<file path="src/logic/tiop_pkg.sv">
// Purpose: shared constants and types of the timed I/O port
// Assumes: core_clk runs at 200 MHz
// Notes: cycle counts are derived from the rates below

// ****************************************************************
// Constants
// ****************************************************************
package tiop_pkg;
  // Clocking of the tile reference clock block
  localparam int CORE_CLK_MHZ = 200;
  localparam int REF_CLK_MHZ = 100;
  localparam int REF_DIV = CORE_CLK_MHZ / REF_CLK_MHZ;
  localparam int NUM_CLKBLK = 6;
  localparam int CLKSEL_W = 3;
  localparam logic [2:0] CLKSEL_RESET = 3'h0;
  localparam int DIV_W = 8;
  localparam logic [7:0] DIV_RESET = 8'h00;
  // Port counter and transfer register
  localparam int CNT_W = 16;
  localparam logic [15:0] CNT_RESET = 16'h0000;
  localparam int XFER_W = 32;
  localparam int SLOT_W = 6;
  // Pins pulled down while the device is in reset
  localparam logic PD_RESET = 1'b1;

  // Pin condition that an input waits for
  typedef enum logic [1:0] {
    COND_NONE = 2'b00,
    COND_EQ = 2'b01,
    COND_NE = 2'b10
  } tiop_cond_t;
endpackage

</file>
<file path="src/logic/tiop_clk_if.sv">
// Purpose: carries clock block setup and port clock ticks
// Assumes: single core_clk domain
// Notes: ticks are one-cycle enables, not clocks

// ****************************************************************
// Clock block carrier
// ****************************************************************
interface tiop_clk_if;
  logic [tiop_pkg::NUM_CLKBLK-1:0] src_ext;
  logic [tiop_pkg::NUM_CLKBLK-1:0][tiop_pkg::DIV_W-1:0] div;
  logic ext_lvl;
  logic [tiop_pkg::NUM_CLKBLK-1:0] tick;

  modport blk (input src_ext, input div, input ext_lvl, output tick);
  modport user (output src_ext, output div, output ext_lvl, input tick);
endinterface

</file>
<file path="src/logic/tiop_sync.sv">
// Purpose: two-stage synchroniser for pin inputs
// Assumes: inputs are asynchronous to core_clk
// Notes: only the second stage is visible outside

// ****************************************************************
// Synchroniser
// ****************************************************************
module tiop_sync #(
  parameter int SYNC_W = 1
) (
  input wire logic core_clk,
  input wire logic rst_b,
  input wire logic [SYNC_W-1:0] async_in,
  output logic [SYNC_W-1:0] sync_out
);
  typedef struct packed {
    logic [SYNC_W-1:0] stage1;
    logic [SYNC_W-1:0] stage2;
  } tiop_sync_state_t;

  tiop_sync_state_t s;
  tiop_sync_state_t next_s;

  // First stage feeds only the second
  always_comb begin
    next_s.stage1 = async_in;
    next_s.stage2 = s.stage1;
  end

  always_ff @(posedge core_clk or negedge rst_b) begin
    if (!rst_b) begin
      s <= '0;
    end else begin
      s <= next_s;
    end
  end

  assign sync_out = s.stage2;
endmodule

</file>
<file path="src/logic/tiop_clkblk.sv">
// Purpose: six clock blocks producing port clock ticks
// Assumes: external source level already synchronised
// Notes: block zero is fixed to the reference rate

// ****************************************************************
// Clock blocks
// ****************************************************************
module tiop_clkblk (
  input wire logic core_clk,
  input wire logic rst_b,
  tiop_clk_if.blk cb
);
  localparam int NB = tiop_pkg::NUM_CLKBLK;
  localparam int DW = tiop_pkg::DIV_W;
  localparam logic [DW-1:0] REF_LAST = DW'(tiop_pkg::REF_DIV - 1);

  typedef struct packed {
    logic [DW-1:0] ref_cnt;
    logic ext_prev;
    logic [NB-1:0][DW-1:0] div_cnt;
    logic [NB-1:0] tick;
  } tiop_cb_state_t;

  tiop_cb_state_t s;
  tiop_cb_state_t next_s;
  logic ref_tick;
  logic ext_rise;
  logic src;

  // Reference tick every REF_DIV core cycles; blocks divide a source
  always_comb begin
    next_s = s;
    src = 1'b0;
    ref_tick = (s.ref_cnt == REF_LAST);
    ext_rise = cb.ext_lvl & ~s.ext_prev;
    next_s.ext_prev = cb.ext_lvl;
    next_s.ref_cnt = ref_tick ? '0 : s.ref_cnt + 1'b1;
    next_s.tick = '0;
    next_s.tick[0] = ref_tick;
    for (int i = 1; i < NB; i++) begin
      src = cb.src_ext[i] ? ext_rise : ref_tick;
      if (src) begin
        if (s.div_cnt[i] >= cb.div[i]) begin
          next_s.div_cnt[i] = '0;
          next_s.tick[i] = 1'b1;
        end else begin
          next_s.div_cnt[i] = s.div_cnt[i] + 1'b1;
        end
      end
    end
  end

  always_ff @(posedge core_clk or negedge rst_b) begin
    if (!rst_b) begin
      s <= '0;
    end else begin
      s <= next_s;
    end
  end

  assign cb.tick = s.tick;
endmodule

</file>
<file path="src/logic/tiop_port.sv">
// Purpose: timed I/O port with serialiser, counter and clock blocks
// Assumes: one core_clk domain; pins are asynchronous inputs
// Notes: the port clock is a tick enable from a clock block
//   Pins lost to a link or narrower port read as zero
//   Output pins hold their last slice while idle
//   Time and condition gate only the start of a word
//   A finished input word waits in the serialiser
//   while the transfer register is still full
//   A time set while an output word shifts stays armed; a completing input word disarms it
//   Clock select refuses block numbers above five
//   Open drain outputs need a pull-up on the board
//   Ownership masks are levels, applied every cycle

// ****************************************************************
// Port top
// ****************************************************************
module tiop_port #(
  parameter int PORT_W = 32
) (
  input wire logic core_clk,
  input wire logic rst_b,
  input wire logic cfg_dir_out,
  input wire logic cfg_open_drain,
  input wire logic cfg_link_en,
  input wire logic [PORT_W-1:0] cfg_pin_taken,
  input wire logic cfg_strobe_in_en,
  input wire logic cfg_strobe_out_en,
  input wire tiop_pkg::tiop_cond_t cfg_cond_mode,
  input wire logic [PORT_W-1:0] cfg_cond_value,
  input wire logic [tiop_pkg::NUM_CLKBLK-1:0] cfg_cb_src_ext,
  input wire logic [tiop_pkg::NUM_CLKBLK-1:0][tiop_pkg::DIV_W-1:0] cfg_cb_div,
  input wire logic cpu_clk_set,
  input wire logic [tiop_pkg::CLKSEL_W-1:0] cpu_clk_value,
  input wire logic cpu_time_set,
  input wire logic [tiop_pkg::CNT_W-1:0] cpu_time_value,
  input wire logic cpu_out_valid,
  input wire logic [tiop_pkg::XFER_W-1:0] cpu_out_data,
  output logic cpu_out_ready,
  output logic cpu_in_valid,
  output logic [tiop_pkg::XFER_W-1:0] cpu_in_data,
  input wire logic cpu_in_ready,
  output logic [tiop_pkg::CNT_W-1:0] port_count,
  output logic [tiop_pkg::CNT_W-1:0] port_stamp,
  output logic port_time_armed,
  output logic [tiop_pkg::CLKSEL_W-1:0] port_clk_sel,
  output logic port_event,
  input wire logic [PORT_W-1:0] pin_in,
  output logic [PORT_W-1:0] pin_out,
  output logic [PORT_W-1:0] pin_oe_b,
  output logic pin_pd_en,
  input wire logic strobe_in,
  output logic strobe_out,
  input wire logic ext_clk_pin
);
  // ****************************************************************
  // Local constants and types
  // ****************************************************************
  localparam int XW = tiop_pkg::XFER_W;
  localparam int CW = tiop_pkg::CNT_W;
  localparam int SW = tiop_pkg::SLOT_W;
  // Slices per word; width must be one of 1,4,8,16,32
  localparam logic [SW-1:0] SLOTS = SW'(XW / PORT_W);
  // Pins, strobe and external clock share one synchroniser
  localparam int SYNC_W = PORT_W + 2;

  typedef struct packed {
    logic [CW-1:0] cnt;
    logic [CW-1:0] stamp;
    logic [CW-1:0] target;
    logic armed;
    logic [tiop_pkg::CLKSEL_W-1:0] clk_sel;
    logic [XW-1:0] xfer;
    logic xfer_full;
    logic [XW-1:0] sr;
    logic [SW-1:0] slots;
    logic [PORT_W-1:0] drive;
    logic strobe_out;
    logic event_p;
    logic pd_en;
  } tiop_port_state_t;

  tiop_port_state_t s;
  tiop_port_state_t next_s;

  // ****************************************************************
  // Functions
  // ****************************************************************
  // Pin condition test used for start of capture
  function automatic logic cond_hit(
    input tiop_pkg::tiop_cond_t mode,
    input logic [PORT_W-1:0] smp,
    input logic [PORT_W-1:0] val
  );
    logic hit;
    hit = 1'b1;
    unique case (mode)
      tiop_pkg::COND_NONE: hit = 1'b1;
      tiop_pkg::COND_EQ: hit = (smp == val);
      tiop_pkg::COND_NE: hit = (smp != val);
      default: hit = 1'b0;
    endcase
    return hit;
  endfunction

  // Mask of pins the port still owns
  function automatic logic [PORT_W-1:0] owned(
    input logic link,
    input logic [PORT_W-1:0] taken
  );
    return ~taken & ~{PORT_W{link}};
  endfunction

  // ****************************************************************
  // Pin ownership
  // ****************************************************************
  logic [PORT_W-1:0] own_mask;

  // Link and narrower ports take pins; the rest stay ours
  assign own_mask = owned(cfg_link_en, cfg_pin_taken);

  // ****************************************************************
  // Synchronisers and clock blocks
  // ****************************************************************
  logic [SYNC_W-1:0] sync_q;
  logic [PORT_W-1:0] pin_sync;
  logic strobe_sync;

  // Pins, ready strobe and external clock pass two flops
  tiop_sync #(
    .SYNC_W(SYNC_W)
  ) u_sync (
    .core_clk(core_clk),
    .rst_b(rst_b),
    .async_in({ext_clk_pin, strobe_in, pin_in}),
    .sync_out(sync_q)
  );

  assign pin_sync = sync_q[PORT_W-1:0];
  assign strobe_sync = sync_q[PORT_W];

  tiop_clk_if clk_bus ();

  // Clock block setup from configuration ports
  assign clk_bus.src_ext = cfg_cb_src_ext;
  assign clk_bus.div = cfg_cb_div;
  assign clk_bus.ext_lvl = sync_q[PORT_W+1];

  tiop_clkblk u_clkblk (
    .core_clk(core_clk),
    .rst_b(rst_b),
    .cb(clk_bus.blk)
  );

  // ****************************************************************
  // Next state
  // ****************************************************************
  logic tick;
  logic time_ok;
  logic strobe_ok;
  logic out_fire;
  logic in_fire;
  logic [PORT_W-1:0] sample;
  logic [XW-1:0] shifted;
  logic [XW-1:0] captured;

  // Handshakes are combinational so an access never waits a cycle
  // Trade-off: ready follows cfg_dir_out, which must stay static
  assign cpu_out_ready = cfg_dir_out & ~s.xfer_full;
  assign cpu_in_valid = ~cfg_dir_out & s.xfer_full;
  assign out_fire = cpu_out_valid & cpu_out_ready;
  assign in_fire = cpu_in_valid & cpu_in_ready;

  // One process builds the whole next state
  always_comb begin
    // Every field holds unless a case below moves it
    next_s = s;

    // Event is a one-cycle pulse; pull-down lives only in reset
    next_s.event_p = 1'b0;
    next_s.pd_en = 1'b0;

    // Tick of the clock block this port is attached to
    tick = clk_bus.tick[s.clk_sel];
    // Timed transfer waits for the counter to match
    time_ok = ~s.armed | (s.cnt == s.target);
    // External ready gates the port when enabled
    strobe_ok = ~cfg_strobe_in_en | strobe_sync;
    // Pins lost to a link or narrower port read as zero
    sample = pin_sync & own_mask;

    // New slice enters at the top, so the first one ends lowest
    shifted = s.sr >> PORT_W;
    captured = shifted | (XW'(sample) << (XW - PORT_W));

    // Clock block selection; out of range values ignored
    if (cpu_clk_set && (cpu_clk_value < tiop_pkg::CLKSEL_W'(tiop_pkg::NUM_CLKBLK))) begin
      next_s.clk_sel = cpu_clk_value;
    end

    // Free running port counter, silent wrap
    if (tick) begin
      next_s.cnt = s.cnt + 1'b1;
    end

    // Software arms a future transfer time
    if (cpu_time_set) begin
      next_s.target = cpu_time_value;
      next_s.armed = 1'b1;
    end


    // Direction is static, so only one half is ever live
    if (cfg_dir_out) begin
      // Output: core fills transfer register, serialiser drains it
      if (out_fire) begin
        next_s.xfer = cpu_out_data;
        next_s.xfer_full = 1'b1;
      end
      // Serialiser and pins move only on port ticks
      if (tick) begin
        if (s.slots > 1) begin
          // Next slice of the word in flight
          next_s.sr = shifted;
          next_s.drive = shifted[PORT_W-1:0];
          next_s.slots = s.slots - 1'b1;
          next_s.strobe_out = cfg_strobe_out_en;
        end else if (s.xfer_full && time_ok && strobe_ok) begin
          // Move word to serialiser and stamp it
          next_s.sr = s.xfer;
          next_s.drive = s.xfer[PORT_W-1:0];
          next_s.slots = SLOTS;
          next_s.xfer_full = 1'b0;
          next_s.stamp = s.cnt;
          // A new time set in this cycle outlives the old one
          next_s.armed = cpu_time_set;
          next_s.event_p = 1'b1;
          next_s.strobe_out = cfg_strobe_out_en;
        end else begin
          // Idle: pins keep last value, strobe drops
          next_s.slots = '0;
          next_s.strobe_out = 1'b0;
        end
      end
    end else begin
      // Input: clear first so a completing word still sets full
      // Strobe output belongs to output ports only
      next_s.strobe_out = 1'b0;
      if (in_fire) begin
        next_s.xfer_full = 1'b0;
      end
      // Each port tick, with strobe, takes one slice once a word has started, until it is complete
      if (tick && strobe_ok) begin
        if (s.slots == '0) begin
          // Wait for time and pin condition before capture
          if (time_ok && cond_hit(cfg_cond_mode, sample, cfg_cond_value)) begin
            next_s.sr = captured;
            // First slice is the one that met the condition
            next_s.slots = SW'(1);
            if (cfg_cond_mode != tiop_pkg::COND_NONE) begin
              next_s.event_p = 1'b1;
            end
          end
        end else if (s.slots != SLOTS) begin
          // A finished word holds here until it can move on
          next_s.sr = captured;
          next_s.slots = s.slots + 1'b1;
        end
      end
      // Complete word waits in serialiser while register is busy
      if (s.slots == SLOTS && !s.xfer_full) begin
        next_s.xfer = s.sr;
        next_s.xfer_full = 1'b1;
        next_s.slots = '0;
        next_s.stamp = s.cnt;
        next_s.armed = cpu_time_set;
        next_s.event_p = 1'b1;
      end
    end
  end

  // Hold capture when the finished word cannot move on
  // (slots saturates at SLOTS; tick is ignored meanwhile)

  // ****************************************************************
  // State register
  // ****************************************************************
  // Every field clears first; the named reset values then override
  always_ff @(posedge core_clk or negedge rst_b) begin
    if (!rst_b) begin
      s <= '0;
      s.cnt <= tiop_pkg::CNT_RESET;
      s.clk_sel <= tiop_pkg::CLKSEL_RESET;
      s.pd_en <= tiop_pkg::PD_RESET;
    end else begin
      s <= next_s;
    end
  end

  // ****************************************************************
  // Outputs
  // ****************************************************************
  // Core side status
  assign cpu_in_data = s.xfer;
  assign port_count = s.cnt;
  assign port_stamp = s.stamp;
  assign port_time_armed = s.armed;
  assign port_clk_sel = s.clk_sel;
  assign port_event = s.event_p;
  assign pin_pd_en = s.pd_en;
  assign strobe_out = s.strobe_out;

  // Open drain never drives a one, it only releases the pin
  assign pin_out = cfg_open_drain ? '0 : s.drive;

  // Enable low while driving; inputs, link and taken pins float
  // Released pins fall to the board pull or the reset pull-down
  always_comb begin
    pin_oe_b = '1;
    for (int i = 0; i < PORT_W; i++) begin
      if (cfg_dir_out && own_mask[i]) begin
        pin_oe_b[i] = cfg_open_drain ? s.drive[i] : 1'b0;
      end
    end
  end
endmodule

</file>
<file path="config.mk">
export PLATFORM = sky130hd
export DESIGN_NAME = tiop_port
export DESIGN_NICKNAME = d
export VERILOG_FILES = /design/src/logic/tiop_pkg.sv /design/src/logic/tiop_clk_if.sv /design/src/logic/tiop_sync.sv /design/src/logic/tiop_clkblk.sv /design/src/logic/tiop_port.sv
export SDC_FILE = /design/constraint.sdc
export NUM_CORES = 1
export LEC_CHECK = 0
export ABC_AREA = 1
export BUFFER_PORTS_ARGS = -buffer_cell sky130_fd_sc_hd__buf_2
export CAP_MARGIN = 20
export CORE_UTILIZATION = 54
export DETAILED_ROUTE_END_ITERATION = 12
export GPL_TIMING_DRIVEN = 0
export PLACE_DENSITY_LB_ADDON = 0.2
export SYNTH_ARGS = -nofsm -noshare
export SYNTH_HDL_FRONTEND = slang
export SYNTH_SLANG_ARGS = --single-unit
</file>
<file path="constraint.sdc">
create_clock -name core_clk -period 2.6 [get_ports core_clk]
set_clock_uncertainty 0.2 [all_clocks]
set_input_delay 0.26 -clock core_clk [delete_from_list [all_inputs] [get_ports core_clk]]
set_output_delay 0.26 -clock core_clk [all_outputs]
set_load 0.02 [all_outputs]
</file>
Yosys cells after proc, flatten, opt, wreduce, memory -nomap -nowiden
Index checks and enable logic that the tools add are counted.
{"block": "word_totals", "register_bits": 281, "inputBits": 216, "out_inout_bits": 137}
{"block": "classes", "add_sub_neg": 9, "order_cmp": 8, "n_eq_ne": 15, "mux": 127, "n_bitwise": 16, "reduce_logical": 54}
{"operator": "2-to-1 mux 38 bit", "n": 4}
{"operator": "2-to-1 mux 71 bit", "n": 2}
{"operator": "2-to-1 mux 1 bit", "n": 100}
{"operator": "2-to-1 mux 33 bit", "n": 3}
{"operator": "2-to-1 mux 16 bit", "n": 5}
{"operator": "2-to-1 mux 73 bit", "n": 1}
{"operator": "AND 32 bit", "n": 2}
{"operator": "2-to-1 mux 32 bit", "n": 2}
{"operator": "inverter 32 bit", "n": 2}
{"operator": "adder 8 x 1 -> 8 bit, second input constant", "n": 6}
{"operator": "2-to-1 mux 8 bit", "n": 6}
{"operator": "greater-or-equal comparator 8 bit", "n": 5}
{"operator": "logical AND 1 bit", "n": 38}
{"operator": "== test 32 bit", "n": 1}
{"operator": "!= test 32 bit", "n": 1}
{"operator": "adder 16 x 1 -> 16 bit, second input constant", "n": 1}
{"operator": "== test 16 bit", "n": 1}
{"operator": "nonzero test 3 bit", "n": 3}
{"operator": "== test 8 x 1 -> 1 bit, second input constant", "n": 1}
{"operator": "AND reduction 4 bit", "n": 2}
{"operator": "nonzero test 2 bit", "n": 4}
{"operator": "adder 6 x 1 -> 6 bit, second input constant", "n": 1}
{"operator": "== test 6 x 1 -> 1 bit, second input constant", "n": 1}
{"operator": "> comparator 6 x 1 -> 1 bit, second input constant", "n": 1}
{"operator": "other kinds (25)", "n": 36}

Depth between registers and ports, before layout
Gate-level depths: netlist of run 1.
{"block": "logic_depth", "ltp_word": 14, "mapped_depth": 18, "depth_no_buf": 16}

Hierarchy
From an unflattened synthesis of run 1, not the netlist that was laid out.
{"block": "unflattened", "cells_unflattened": 1930, "area_unflattened_um2": 15174.6}
{"module": "tiop_port", "instances": 1, "cells_each": 1281, "area_per_inst_um2": 9295.2}
{"module": "tiop_clkblk", "instances": 1, "cells_each": 581, "area_per_inst_um2": 4177.8}
{"module": "tiop_sync", "instances": 1, "cells_each": 68, "area_per_inst_um2": 1701.6}

Worst setup path before layout of run 1
No wires, ideal clock.
{"block": "synth_path", "path_type": "register to register", "start": "register u_clkblk.s[56] (netlist bit)", "end": "register u_clkblk.s[44] (netlist bit)", "setup_time_ps": 123, "arrival_time_ps": 1841, "required_ps": 2277, "setup_slack_ps": 437, "stages_incl_launch_ff": 13, "path_buffers": 1, "period_less_slack_ps": 2163, "path_cell_list": "dfrtp_1 inv_1 ha_1 nor3b_1 and3_1 buf_2 nand2_1 o21ai_1 nand3_1 nor3_1 nand2_1 xor2_1 nor2_1"}
{"element": "start, declared", "line_no": "tiop_clkblk.sv:24", "rtl": "tiop_cb_state_t s;"}
{"element": "start signal, assigned", "line_no": "tiop_clkblk.sv:57", "rtl": "s <= next_s;"}

Worst setup path after layout of run 1
{"block": "layout_path", "start": "register s (netlist bit port_clk_sel[0])", "end": "register s[50] (netlist bit)"}
{"block": "layout_via", "elab_chain_cells": 5, "elab_cells_between_ends": 6, "classes_between": "eq/ne (1); mux (2); reduce/logical (3)"}
{"element": "start, declared", "line_no": "tiop_port.sv:82", "rtl": "tiop_port_state_t s;"}
{"element": "start signal, assigned", "line_no": "tiop_port.sv:295", "rtl": "s <= next_s;"}
{"element": "binary-select mux 1 bit (select 3 bit) (*)", "line_no": "tiop_port.sv:183", "rtl": "tick = clk_bus.tick[s.clk_sel];"}
{"element": "2-to-1 mux 1 bit (implied by the code) (*)", "line_no": "tiop_port.sv:183"}
{"element": "logical AND 1 bit", "line_no": "tiop_port.sv:252", "rtl": "if (tick && strobe_ok) begin"}
{"element": "nonzero test 2 bit (no source line)"}
{"element": "AND reduction 5 bit (no source line) (*)"}
Mark *: on every way between the ends. The rest lies on a longest branch, timed or not. The select of a mux whose other input is x is not followed.
A chain may end at the register's enable or synchronous reset.

==> metrics.md, run 1 <==
| Metric | Value |
|---|---|
| Final WS setup | `about 42 ps` |
| Busiest metal layer after global routing | `met2` |
| DR iter-0 viols | `approximately 1.1k` |
| Most common cell after layout, fill and taps aside | `sky130_fd_sc_hd__nand2_1` |
| End of the worst register-to-register path | `s[50]` |
| Met2 demand-to-capacity share in global routing | `52.70%` |
| Worst slack, placed | `-419.2 ps` |
| Most used flip-flop cell after synthesis | `sky130_fd_sc_hd__dfrtp_1` |
| Int Power | `between 0.01 and 0.015 W` |
| CP endpoint kind | `flop` |
| GP Congestion | `0.8867` |
| List of cells traversed by the critical path | `inv_2, nand2_1, nand2_1, nand2_1, o21ai_0, nand2_1, nand2_4, inv_1, nor2_2, inv_1, nand2_1, o31ai_2, a21oi_4, nand2_4, buf_6, nand2_1, nand2_1` |
| Net Count, Synth | `slightly below 2k` |
| Startpoint Class | `flop` |
| Layout net count | `2,483` |
| Met1 usage | `42.84%` |
| Most common cell on crit path | `sky130_fd_sc_hd__nand2_1` |
| Logic pwr share | `35.2%` |
| Clock tree from TritonCTS | `built` |
| Hold/Removal Path Class | `in2reg` |
| Core Region | `25,470 um2` |
| Syn Std Cell Area | `between 10,000 and 15,000 um2` |
| Share of layout cells above drive strength 1 | `between 20 and 30%` |
| Worst path max stage delay | `450 ps` |
| Run status | `complete, no violations` |
| Detailed Route WL | `44,580 um` |
| Required time at the worst-slack endpoint | `2830 ps` |
| Die Ht | `164.2 um` |
| Synth warnings | `0` |
| Critical Path AT | `2790 ps` |
| Arithmetic-cell share of the synthesized area counting full adders, half adders and majority gates | `between 4 and 5%` |
| Switching share of power | `36.67%` |
| Most used cells in the layout excluding fill and tap cells | `440 x sky130_fd_sc_hd__nand2_1, 353 x sky130_fd_sc_hd__buf_2, 274 x sky130_fd_sc_hd__dfrtp_1, 204 x sky130_fd_sc_hd__inv_1, 134 x sky130_fd_sc_hd__nor2_1` |
| Critical register-to-register path startpoint | `port_clk_sel[0]` |
| Initial Util | `55.74%` |
| EDFF count, synth | `0` |
| Total number of vias | `13.66k` |
| Number of optimization iterations in the first detailed-route pass | `5` |
| Simple-gate share of the synthesized area | `22.70%` |
| Number of instances in the synthesized netlist | `roughly 1.7k` |
| Post-layout minimum cycle time | `between 2000 and 3000 ps` |
| Post-DR vias/cell | `between 5 and 6` |
| Distinct cell type count after synthesis | `36` |
| Max-capacitance violation count | `0` |
| Sum Neg Setup Slack | `0 ps` |
| Pwr/cell area | `slightly below 900 nW/um2` |
| Clock transition at the registers of the reported paths | `60 ps` |
| Port Buf Inserts | `342` |
| Clock Power Share | `27.1%` |
| Synth Area in XOR/XNOR | `3.146%` |
| Maximum ir drop on the vdd rail | `0.6719 mV` |
| End point of the worst hold path | `u_clkblk.s[39]` |
| Level count of the clock H-tree | `1` |
| Placement Rows | `58` |
| DRC violations left | `0` |
| Leak Pwr | `10.05 nW` |
| Synth async-reset ratio | `100.0%` |
| Worst-path cell with the longest stage delay | `sky130_fd_sc_hd__dfrtp_2` |
| Met3 track utilization from global routing | `6.061%` |
| Combinational family with the most area after synthesis | `simple AND/OR/NAND/NOR gates` |
| Per-instance average area after synthesis | `8.382 um2` |
| Number of clock sinks | `281` |
| Startpoint of the lowest-slack hold path | `cfg_cb_src_ext[4]` |
| Total congestion overflow after global routing | `0` |
| Post-synthesis mux area share | `0.9517%` |
| Setup repair after global routing missed its margin | `yes` |
| Relative slew slack | `a little under half` |
| Wire length of the first global-routing pass | `between 60,000 and 70,000 um` |
| X dimension of the die | `164.2 um` |
| Part of the total power dissipated in sequential elements | `a little under two fifths` |
| Sequential fraction of the synthesis area | `49.53%` |
| Number of top-level pins | `353` |
| Fraction of the mapped netlist area in compound gates | `between 8 and 9%` |
| Antenna-violating nets left | `0` |
| Number of cells on the worst hold path | `5` |
| Largest net degree at the start of global routing | `119` |
| #FFs+latches synth | `around 280` |
| Crit-path max FO | `10` |
| Hold Violations, Final | `0` |
| Critical path class | `reg2reg` |
| Slew @ Worst Pin | `804.2 ps` |
| Post-Layout Inst Area | `19,110 um2` |
| Number of global-route vias before repair | `13.27k` |
| Top achievable clock speed | `between 300 and 400 MHz` |
| Number of filler cells placed in the layout | `1,891` |
| Number of antenna violations at the first check in global routing | `6` |
| Total Die Area | `26,950 um2` |
| Skew-Pair Late Insertion Delay | `between 500 and 600 ps` |
| Bufs on Longest Clock Path | `3` |
| Total track usage | `32.44%` |
| Pins over their slew limit | `0` |
| Setup violators final | `0` |
| Final worst path period share | `a little under 100%` |
| CTS Root Buffer Type | `sky130_fd_sc_hd__clkbuf_16` |
| Worst reg2reg setup slack | `40 ps` |
| Reported net switching power | `0.006214 W` |
| Buffers & Inverters on Critical Path | `4` |
| Cell area after placement | `16,390 um2` |
| WL/cell | `between 15 and 20 um` |
| Reg2reg path depth | `17` |
| Number of buffers inserted during clock tree synthesis | `30` |
| Layout overhead on the synthesized area | `34.61%` |
| Dpl hpwl | `30,680 um` |
| Kind of cell adding the most delay to the critical path | `simple AND/OR/NAND/NOR gates` |
-- repair_timing --
action,in CTS,in global routing
setup buffers,1,13
setup endpoints to repair,112,125
hold buffers,133,1
endpoints found under the hold margin,206,1
pin swaps,1,9
resized for setup,24,55
-- layout make-up --
type | count | area (um2) | area share [%]
plain buffers | 123 | 819.5 | 4.288
multi-input cells | 1080 | 5744 | 30.05
clock buffers | 44 | 914.6 | 4.785
inverters | 209 | 784.5 | 4.104
well taps | 330 | 412.9 | 2.160
flip-flops and latches | 281 | 7041 | 36.84
diodes | 7 | 17.52 | 0.09165
clock inverters | 11 | 166.4 | 0.8707
repair buffers | 491 | 3213 | 16.81
-- how the worst max path moves through the flow --
stage	from	end	slack, ps	depth (start not counted)
finish	port_clk_sel[0]	s[50]	40	17
global route	port_count[6]	s[50]	-90	16
CTS	port_count[6]	s[50]	10	16
detailed placement	cfg_link_en	s[50]	-420	18
global placement	rst_b	u_sync.next_s[10]	-4130	1
floorplan	u_clkblk.s[56]	u_clkblk.s[44]	440	12
-- tightest hold or removal path: cells and delay by family --
kind            cells  cell delay [ps]
compound gates      2              190
buf+inv             2              160
simple gates        1               80
-- through the flow --
step | total power (W) | hold slack (ps) | std cells | util [%]
finish | 0.01695 | 3.646 | 2576 | 75.04
global route | 0.01789 | 26.40 | 2573 | 75.01
CTS | 0.01677 | 1.450 | 2556 | 74.03
detailed placement | 0.01190 | 100.8 | 2368 | 64.34
global placement | 0.01168 | 131.6 | 2366 | 64.08
floorplan | 0.01009 | -235.6 | 1694 | -
-- sequential cells by signal (all words and copies together), names as in the netlist --
signal	flops
cpu_in_data	32
pin_pd_en	1
port_clk_sel	3
port_count	16
port_event	1
port_stamp	16
port_time_armed	1
s	87
strobe_out	1
u_clkblk.cb.tick	6
u_clkblk.s	49
u_sync.next_s	34
u_sync.sync_out	34
-- cell usage after synthesis, types with 27 or more instances --
library cell	n	area [um2]
sky130_fd_sc_hd__o211ai_1	33	247.7
sky130_fd_sc_hd__a21oi_1	38	190.2
sky130_fd_sc_hd__nor2_1	150	563.0
sky130_fd_sc_hd__o22ai_1	70	437.9
sky130_fd_sc_hd__nand2_1	443	1663
sky130_fd_sc_hd__xor2_1	42	367.9
sky130_fd_sc_hd__buf_4	68	510.5
sky130_fd_sc_hd__ha_1	51	638.1
sky130_fd_sc_hd__clkbuf_1	27	101.4
sky130_fd_sc_hd__dfrtp_1	280	7007
sky130_fd_sc_hd__o21ai_0	35	175.2
sky130_fd_sc_hd__nand3_1	116	580.6
sky130_fd_sc_hd__inv_1	208	780.8
-- power by group through the flow --
| stage | sequential, W | clock, W | combinational, W |
|---|---|---|---|
| after floorplan | 0.00618 | 0 | 0.00391 |
| after global placement | 0.00635 | 0 | 0.00533 |
| after detailed placement | 0.00639 | 0 | 0.00551 |
| after CTS | 0.00634 | 0.00465 | 0.00578 |
| after global routing | 0.00650 | 0.00481 | 0.00658 |
| final | 0.00638 | 0.00460 | 0.00596 |
-- kinds of logic after synthesis --
| group | Yosys count |
|---|---|
| adder cells (fa/ha/maj) | 51 |
| other | 1 |
| XOR/XNOR | 51 |
| multiplexers | 12 |
| buffers and inverters | 333 |
| flip-flops | 281 |
| AND/OR/NAND/NOR | 773 |
| AO/OA/AOI/OAI | 192 |
-- routing by layer --
metal / vias up / share of wire [%]
met5: - / 0.029
met2: 666 / 48
met4: 2 / 3.5
met3: 123 / 8.3
met1: 6445 / 40
li1: 6428 / -
(Power assumes the default switching activity.)
==> run 2, diff against run 1 <==
CORE_UTILIZATION = 42   (was 54)
MAX_ROUTING_LAYER = met4   (was default)
==> metrics.md, run 2 (synthesis results as in run 1) <==
| Metric | Value |
|---|---|
| Worst slack, placed | `-516.4 ps` |
| Reported net switching power | `roughly 0.0062 W` |
| Dpl hpwl | `approximately 32,000 um` |
| Level count of the clock H-tree | `2` |
| Number of global-route vias before repair | `13.00k` |
| Maximum ir drop on the vdd rail | `0.4993 mV` |
| Top achievable clock speed | `between 300 and 400 MHz` |
| Critical Path AT | `2060 ps` |
| Final hold slack | `about 24 ps` |
| Total track usage | `26.30%` |
| Port Buf Inserts | `342` |
| Clock transition at the registers of the reported paths | `60 ps` |
| Largest net degree at the start of global routing | `about 110` |
| Initial Util | `43.20%` |
| Placement Rows | `66` |
| Setup repair after global routing missed its margin | `yes` |
| Leak Pwr | `9.926 nW` |
| Post-Place Cells | `2,480` |
| Antenna-violating nets left | `0` |
| Total congestion overflow after global routing | `0` |
| Post-DR vias/cell | `4.932` |
| Most common cell after layout, fill and taps aside | `sky130_fd_sc_hd__nand2_1` |
| Final worst path period share | `96.95%` |
| Die Ht | `roughly 190 um` |
| Startpoint Class | `input pin` |
| Clock tree from TritonCTS | `built` |
| Bufs on Longest Clock Path | `3` |
| Int Power | `0.01095 W` |
| CTS Root Buffer Type | `sky130_fd_sc_hd__clkbuf_16` |
| Core Region | `~33,000 um2` |
| Number of flip-flops in the largest register | `87` |
| Setup violators final | `0` |
| DRC violations left | `0` |
| Total number of vias | `about 13k` |
| Number of clock sinks | `around 280` |
| Pins over their slew limit | `0` |
| Most used cells in the layout excluding fill and tap cells | `441 x sky130_fd_sc_hd__nand2_1, 358 x sky130_fd_sc_hd__buf_2, 268 x sky130_fd_sc_hd__dfrtp_1, 204 x sky130_fd_sc_hd__inv_1, 145 x sky130_fd_sc_hd__nor2_1` |
| Part of the total power dissipated in sequential elements | `roughly 37%` |
| Top Registers | `s: 87 flops, u_clkblk.s: 49 flops` |
| Number of antenna violations at the first check in global routing | `5` |
| Layout overhead on the synthesized area | `33.39%` |
| Wire length of the first global-routing pass | `67,650 um` |
| Number of cells in the finished layout apart from fillers | `2,655` |
| Clock Power Share | `29.1%` |
| Share of layout cells above drive strength 1 | `25.86%` |
| Run status | `complete, no violations` |
| GP Congestion | `0.9111` |
| DR iter-0 viols | `795` |
| Number of buffers inserted during clock tree synthesis | `35` |
| Crit-path max FO | `10` |
| Logic pwr share | `between 30% and 40%` |
| Slew @ Worst Pin | `924.8 ps` |
| Number of top-level pins | `353` |
| CP endpoint kind | `output port` |
| Post-layout minimum cycle time | `2521 ps` |
| Required time at the worst-slack endpoint | `2140 ps` |
| Switching share of power | `36.16%` |
| Skew-Pair Late Insertion Delay | `510 ps` |
| Register with the most flip-flops | `s` |
| Relative slew slack | `38.35%` |
| Number of optimization iterations in the first detailed-route pass | `5` |
| Worst reg2reg setup slack | `around 160 ps` |
| Layout net count | `2,450` |
| Detailed Route WL | `44,270 um` |
| Max-capacitance violation count | `0` |
| Hold Violations, Final | `0` |
| Final WS setup | `79.34 ps` |
| WL/cell | `16.67 um` |
| Pwr/cell area | `906.0 nW/um2` |
| Hold/Removal Path Class | `in2reg` |
| X dimension of the die | `roughly 190 um` |
| Total Die Area | `34,550 um2` |
| Critical path class | `in2out` |
## run 2: worst max-delay path, cell delays in order
cell,delay (ps)
sky130_fd_sc_hd__buf_2,180
sky130_fd_sc_hd__buf_1,410
sky130_fd_sc_hd__buf_2,420
sky130_fd_sc_hd__buf_2,360
sky130_fd_sc_hd__nand3_1,210
sky130_fd_sc_hd__buf_2,210
## run 2: per-stage QoR
step / total power (W) / setup TNS, ps / cell area [um2] / utilization [%]
final: 0.01716 / 0 / 18940 / 57.63
after global routing: 0.01828 / -127.1 / 18940 / 57.63
after CTS: 0.01717 / -15.75 / 18780 / 57.13
after detailed placement: 0.01194 / -39410 / 16530 / 50.29
after global placement: 0.01177 / -1240890 / 16460 / 50.09
after floorplan: 0.01009 / 0 / 14200 / -
## run 2: per-layer routing
layer | wire [um] | GRT usage (%) | vias up
met5 | 0 | - | -
met3 | 2711 | 4.089 | 80
met2 | 20840 | 42.10 | 436
li1 | - | - | 6377
met4 | 1268 | 8.459 | 0
met1 | 19440 | 34.18 | 6202
## run 2: path summary, 6_finish.rpt
path / startpoint / endpoint / cells after the start
setup reg to reg: u_sync.sync_out[20] / s[64] / 14
hold / removal: cfg_pin_taken[16] / s[57] / 6
setup / recovery: cfg_dir_out / pin_oe_b[6] / 6
hold reg to reg: u_sync.next_s[15] / u_sync.sync_out[15] / 0
max in group asynchronous: rst_b / u_sync.next_s[18] / 3
min in group asynchronous: rst_b / port_stamp[9] / 2
## run 2: cell type report
cell class / count / area (um2)
multi-input combinational: 1080 / 5698
clock buffer: 48 / 1007
antenna: 5 / 12.51
buffer: 122 / 803.3
sequential: 281 / 7048
inverter: 209 / 784.5
clock inverter: 14 / 175.2
timing repair buffer: 454 / 2858
tap: 442 / 553.0
fill: 3127 / 13930
## run 2: repair_timing
action,CTS,global route
gates resized for setup,17,52
setup endpoints to repair,115,126
endpoints found under the hold margin,185,0
pin swaps,0,6
buffers inserted,1,7
hold buffers,102,0
## run 2: power by group through the flow
stage	registers (W)	clock network, W	logic, W
3_3_place_gp	0.00637	0	0.00540
4_1_cts	0.00635	0.00509	0.00573
3_5_place_dp	0.00641	0	0.00554
2_1_floorplan	0.00618	0	0.00391
6_report	0.00636	0.00500	0.00580
5_1_grt	0.00652	0.00527	0.00649
==> run 3, diff against run 2 <==
RECOVER_POWER = 50   (was default)
==> metrics.md, run 3 (synthesis results as in run 1) <==
| Metric | Value |
|---|---|
| Area occupied by registers | `about 7000 um2` |
| Worst-path cell with the longest stage delay | `sky130_fd_sc_hd__buf_2` |
| Post-Place Cells | `2,480` |
| Sum Neg Setup Slack | `0 ps` |
| DR iter-0 viols | `792` |
| Level count of the clock H-tree | `2` |
| Total Die Area | `approximately 35,000 um2` |
| Post-DR vias/cell | `4.934` |
| CTS Root Buffer Type | `sky130_fd_sc_hd__clkbuf_16` |
| DRC violations left | `0` |
| Setup violators final | `0` |
| Crit-path max FO | `10` |
| Number of antenna violations at the first check in global routing | `5` |
| Slew @ Worst Pin | `1300 ps` |
| Critical Path AT | `roughly 2100 ps` |
| Core Region | `between 30,000 and 40,000 um2` |
| Die Ht | `185.9 um` |
| X dimension of the die | `185.9 um` |
| Post-layout minimum cycle time | `2522 ps` |
| Bufs on Longest Clock Path | `3` |
| Skew-Pair Late Insertion Delay | `510 ps` |
| Hold Violations, Final | `0` |
| Number of top-level pins | `between 300 and 400` |
| Number of filler cells placed in the layout | `3,134` |
| Share of layout cells above drive strength 1 | `25.45%` |
| Number of cells on the worst hold path | `6` |
| Clock tree from TritonCTS | `built` |
| Final worst path period share | `between 90% and 100%` |
| Top Registers | `s: 87 flops, u_clkblk.s: 49 flops` |
| Critical path class | `in2out` |
| Register with the most flip-flops | `s` |
| Total number of vias | `13.10k` |
| Initial Util | `43.20%` |
| Most used cells in the layout excluding fill and tap cells | `441 x sky130_fd_sc_hd__nand2_1, 349 x sky130_fd_sc_hd__buf_2, 268 x sky130_fd_sc_hd__dfrtp_1, 204 x sky130_fd_sc_hd__inv_1, 145 x sky130_fd_sc_hd__nor2_1` |
| Wire length of the first global-routing pass | `67,650 um` |
| Pwr/cell area | `907.2 nW/um2` |
| Post-layout utilization of the core | `57.52%` |
| Total area of multi-input combinational cells | `5698 um2` |
| Max-capacitance violation count | `0` |
| Run status | `complete, no violations` |
| Number of buffers inserted during clock tree synthesis | `35` |
| Number of clock sinks | `281` |
| Port Buf Inserts | `342` |
| Placement Rows | `between 60 and 70` |
| Reg2reg path depth | `14` |
| Required time at the worst-slack endpoint | `2140 ps` |
| Largest net degree at the start of global routing | `around 110` |
| Layout overhead on the synthesized area | `33.14%` |
| WL/cell | `16.67 um` |
| GP Congestion | `0.9111` |
| CP endpoint kind | `output port` |
| Worst slack, placed | `-516.4 ps` |
| Pins over their slew limit | `0` |
| Maximum ir drop on the vdd rail | `around 0.50 mV` |
| Final WS setup | `approximately 78 ps` |
| Antenna-violating nets left | `0` |
| Leak Pwr | `9.889 nW` |
| Most common cell after layout, fill and taps aside | `sky130_fd_sc_hd__nand2_1` |
| Relative slew slack | `a little over an eighth` |
| Top achievable clock speed | `396.5 MHz` |
| Total congestion overflow after global routing | `0` |
| Number of optimization iterations in the first detailed-route pass | `6` |
| Startpoint Class | `input pin` |
| Clock transition at the registers of the reported paths | `60 ps` |
| Hold/Removal Path Class | `in2reg` |
| Most common cell on crit path | `sky130_fd_sc_hd__buf_2` |
| Detailed Route WL | `44,260 um` |
| Dpl hpwl | `32,480 um` |
| Overall power after layout | `about 0.017 W` |
| Worst path max stage delay | `around 420 ps` |
| Layout net count | `2,450` |
| Number of flip-flops in the largest register | `87` |
| Number of cells in the finished layout apart from fillers | `2,655` |
| Number of global-route vias before repair | `13.00k` |
| Setup repair after global routing missed its margin | `yes` |
| List of cells traversed by the critical path | `buf_2, buf_1, buf_2, buf_2, nand3_1, buf_2` |
| Total track usage | `26.30%` |
## run 3: critical path, delay by kind of cell
kind	cells	cell delay, ps
AND/OR/NAND/NOR	1	210
buffers and inverters	5	1580
## run 3: metrics by stage
step | hold slack, ps | cell area, um2
6_report | 23.55 | 18900
5_1_grt | 30.50 | 18900
4_1_cts | 1.317 | 18780
3_5_place_dp | 132.5 | 16530
3_3_place_gp | 131.8 | 16460
2_1_floorplan | -235.6 | 14200
## run 3: area by class of cell
type                       count  share of cell area (%)
antenna                        5                 0.06619
buffer                       122                   4.249
clock buffer                  48                   5.328
clock inverter                14                  0.9266
inverter                     209                   4.150
multi-input combinational   1080                   30.14
sequential                   281                   37.28
tap                          442                   2.925
timing repair buffer         454                   14.93
## run 3: final timing paths
path                                  endpoint                 from  slack [ps]
max                                pin_oe_b[6]          cfg_dir_out          80
min                                      s[67]    cfg_pin_taken[26]          20
max reg2reg                              s[64]  u_sync.sync_out[20]         170
min reg2reg                u_sync.sync_out[15]    u_sync.next_s[15]         140
max in group asynchronous                s[12]                rst_b         380
min in group asynchronous        port_stamp[9]                rst_b         400
## run 3: what timing repair did
item                                   CTS  global route
buffers inserted                         1             7
setup endpoints to repair              115           126
gates resized for setup                 17            52
hold buffers                           102             0
pin swaps                                0             6
endpoints found under the hold margin  185             0
## run 3: where the power goes
part / total, W / switching, W / internal, W
combinational: 0.00579 / 0.00349 / 0.00230
sequential: 0.00636 / 0.000827 / 0.00554
clock: 0.00500 / 0.00189 / 0.00311
total: 0.0172 / 0.00620 / 0.0109
## run 3: routing by layer
metal  global-route usage [%]  up-vias  wire length (um)  part of all wire (%)
met5                        -        -                 0                     0
met4                    8.459        0              1268                   2.9
met3                    4.089       80              2684                   6.1
met2                    42.10      442             20840                    47
met1                    34.18     6205             19470                    44
li1                         -     6374                 -                     -
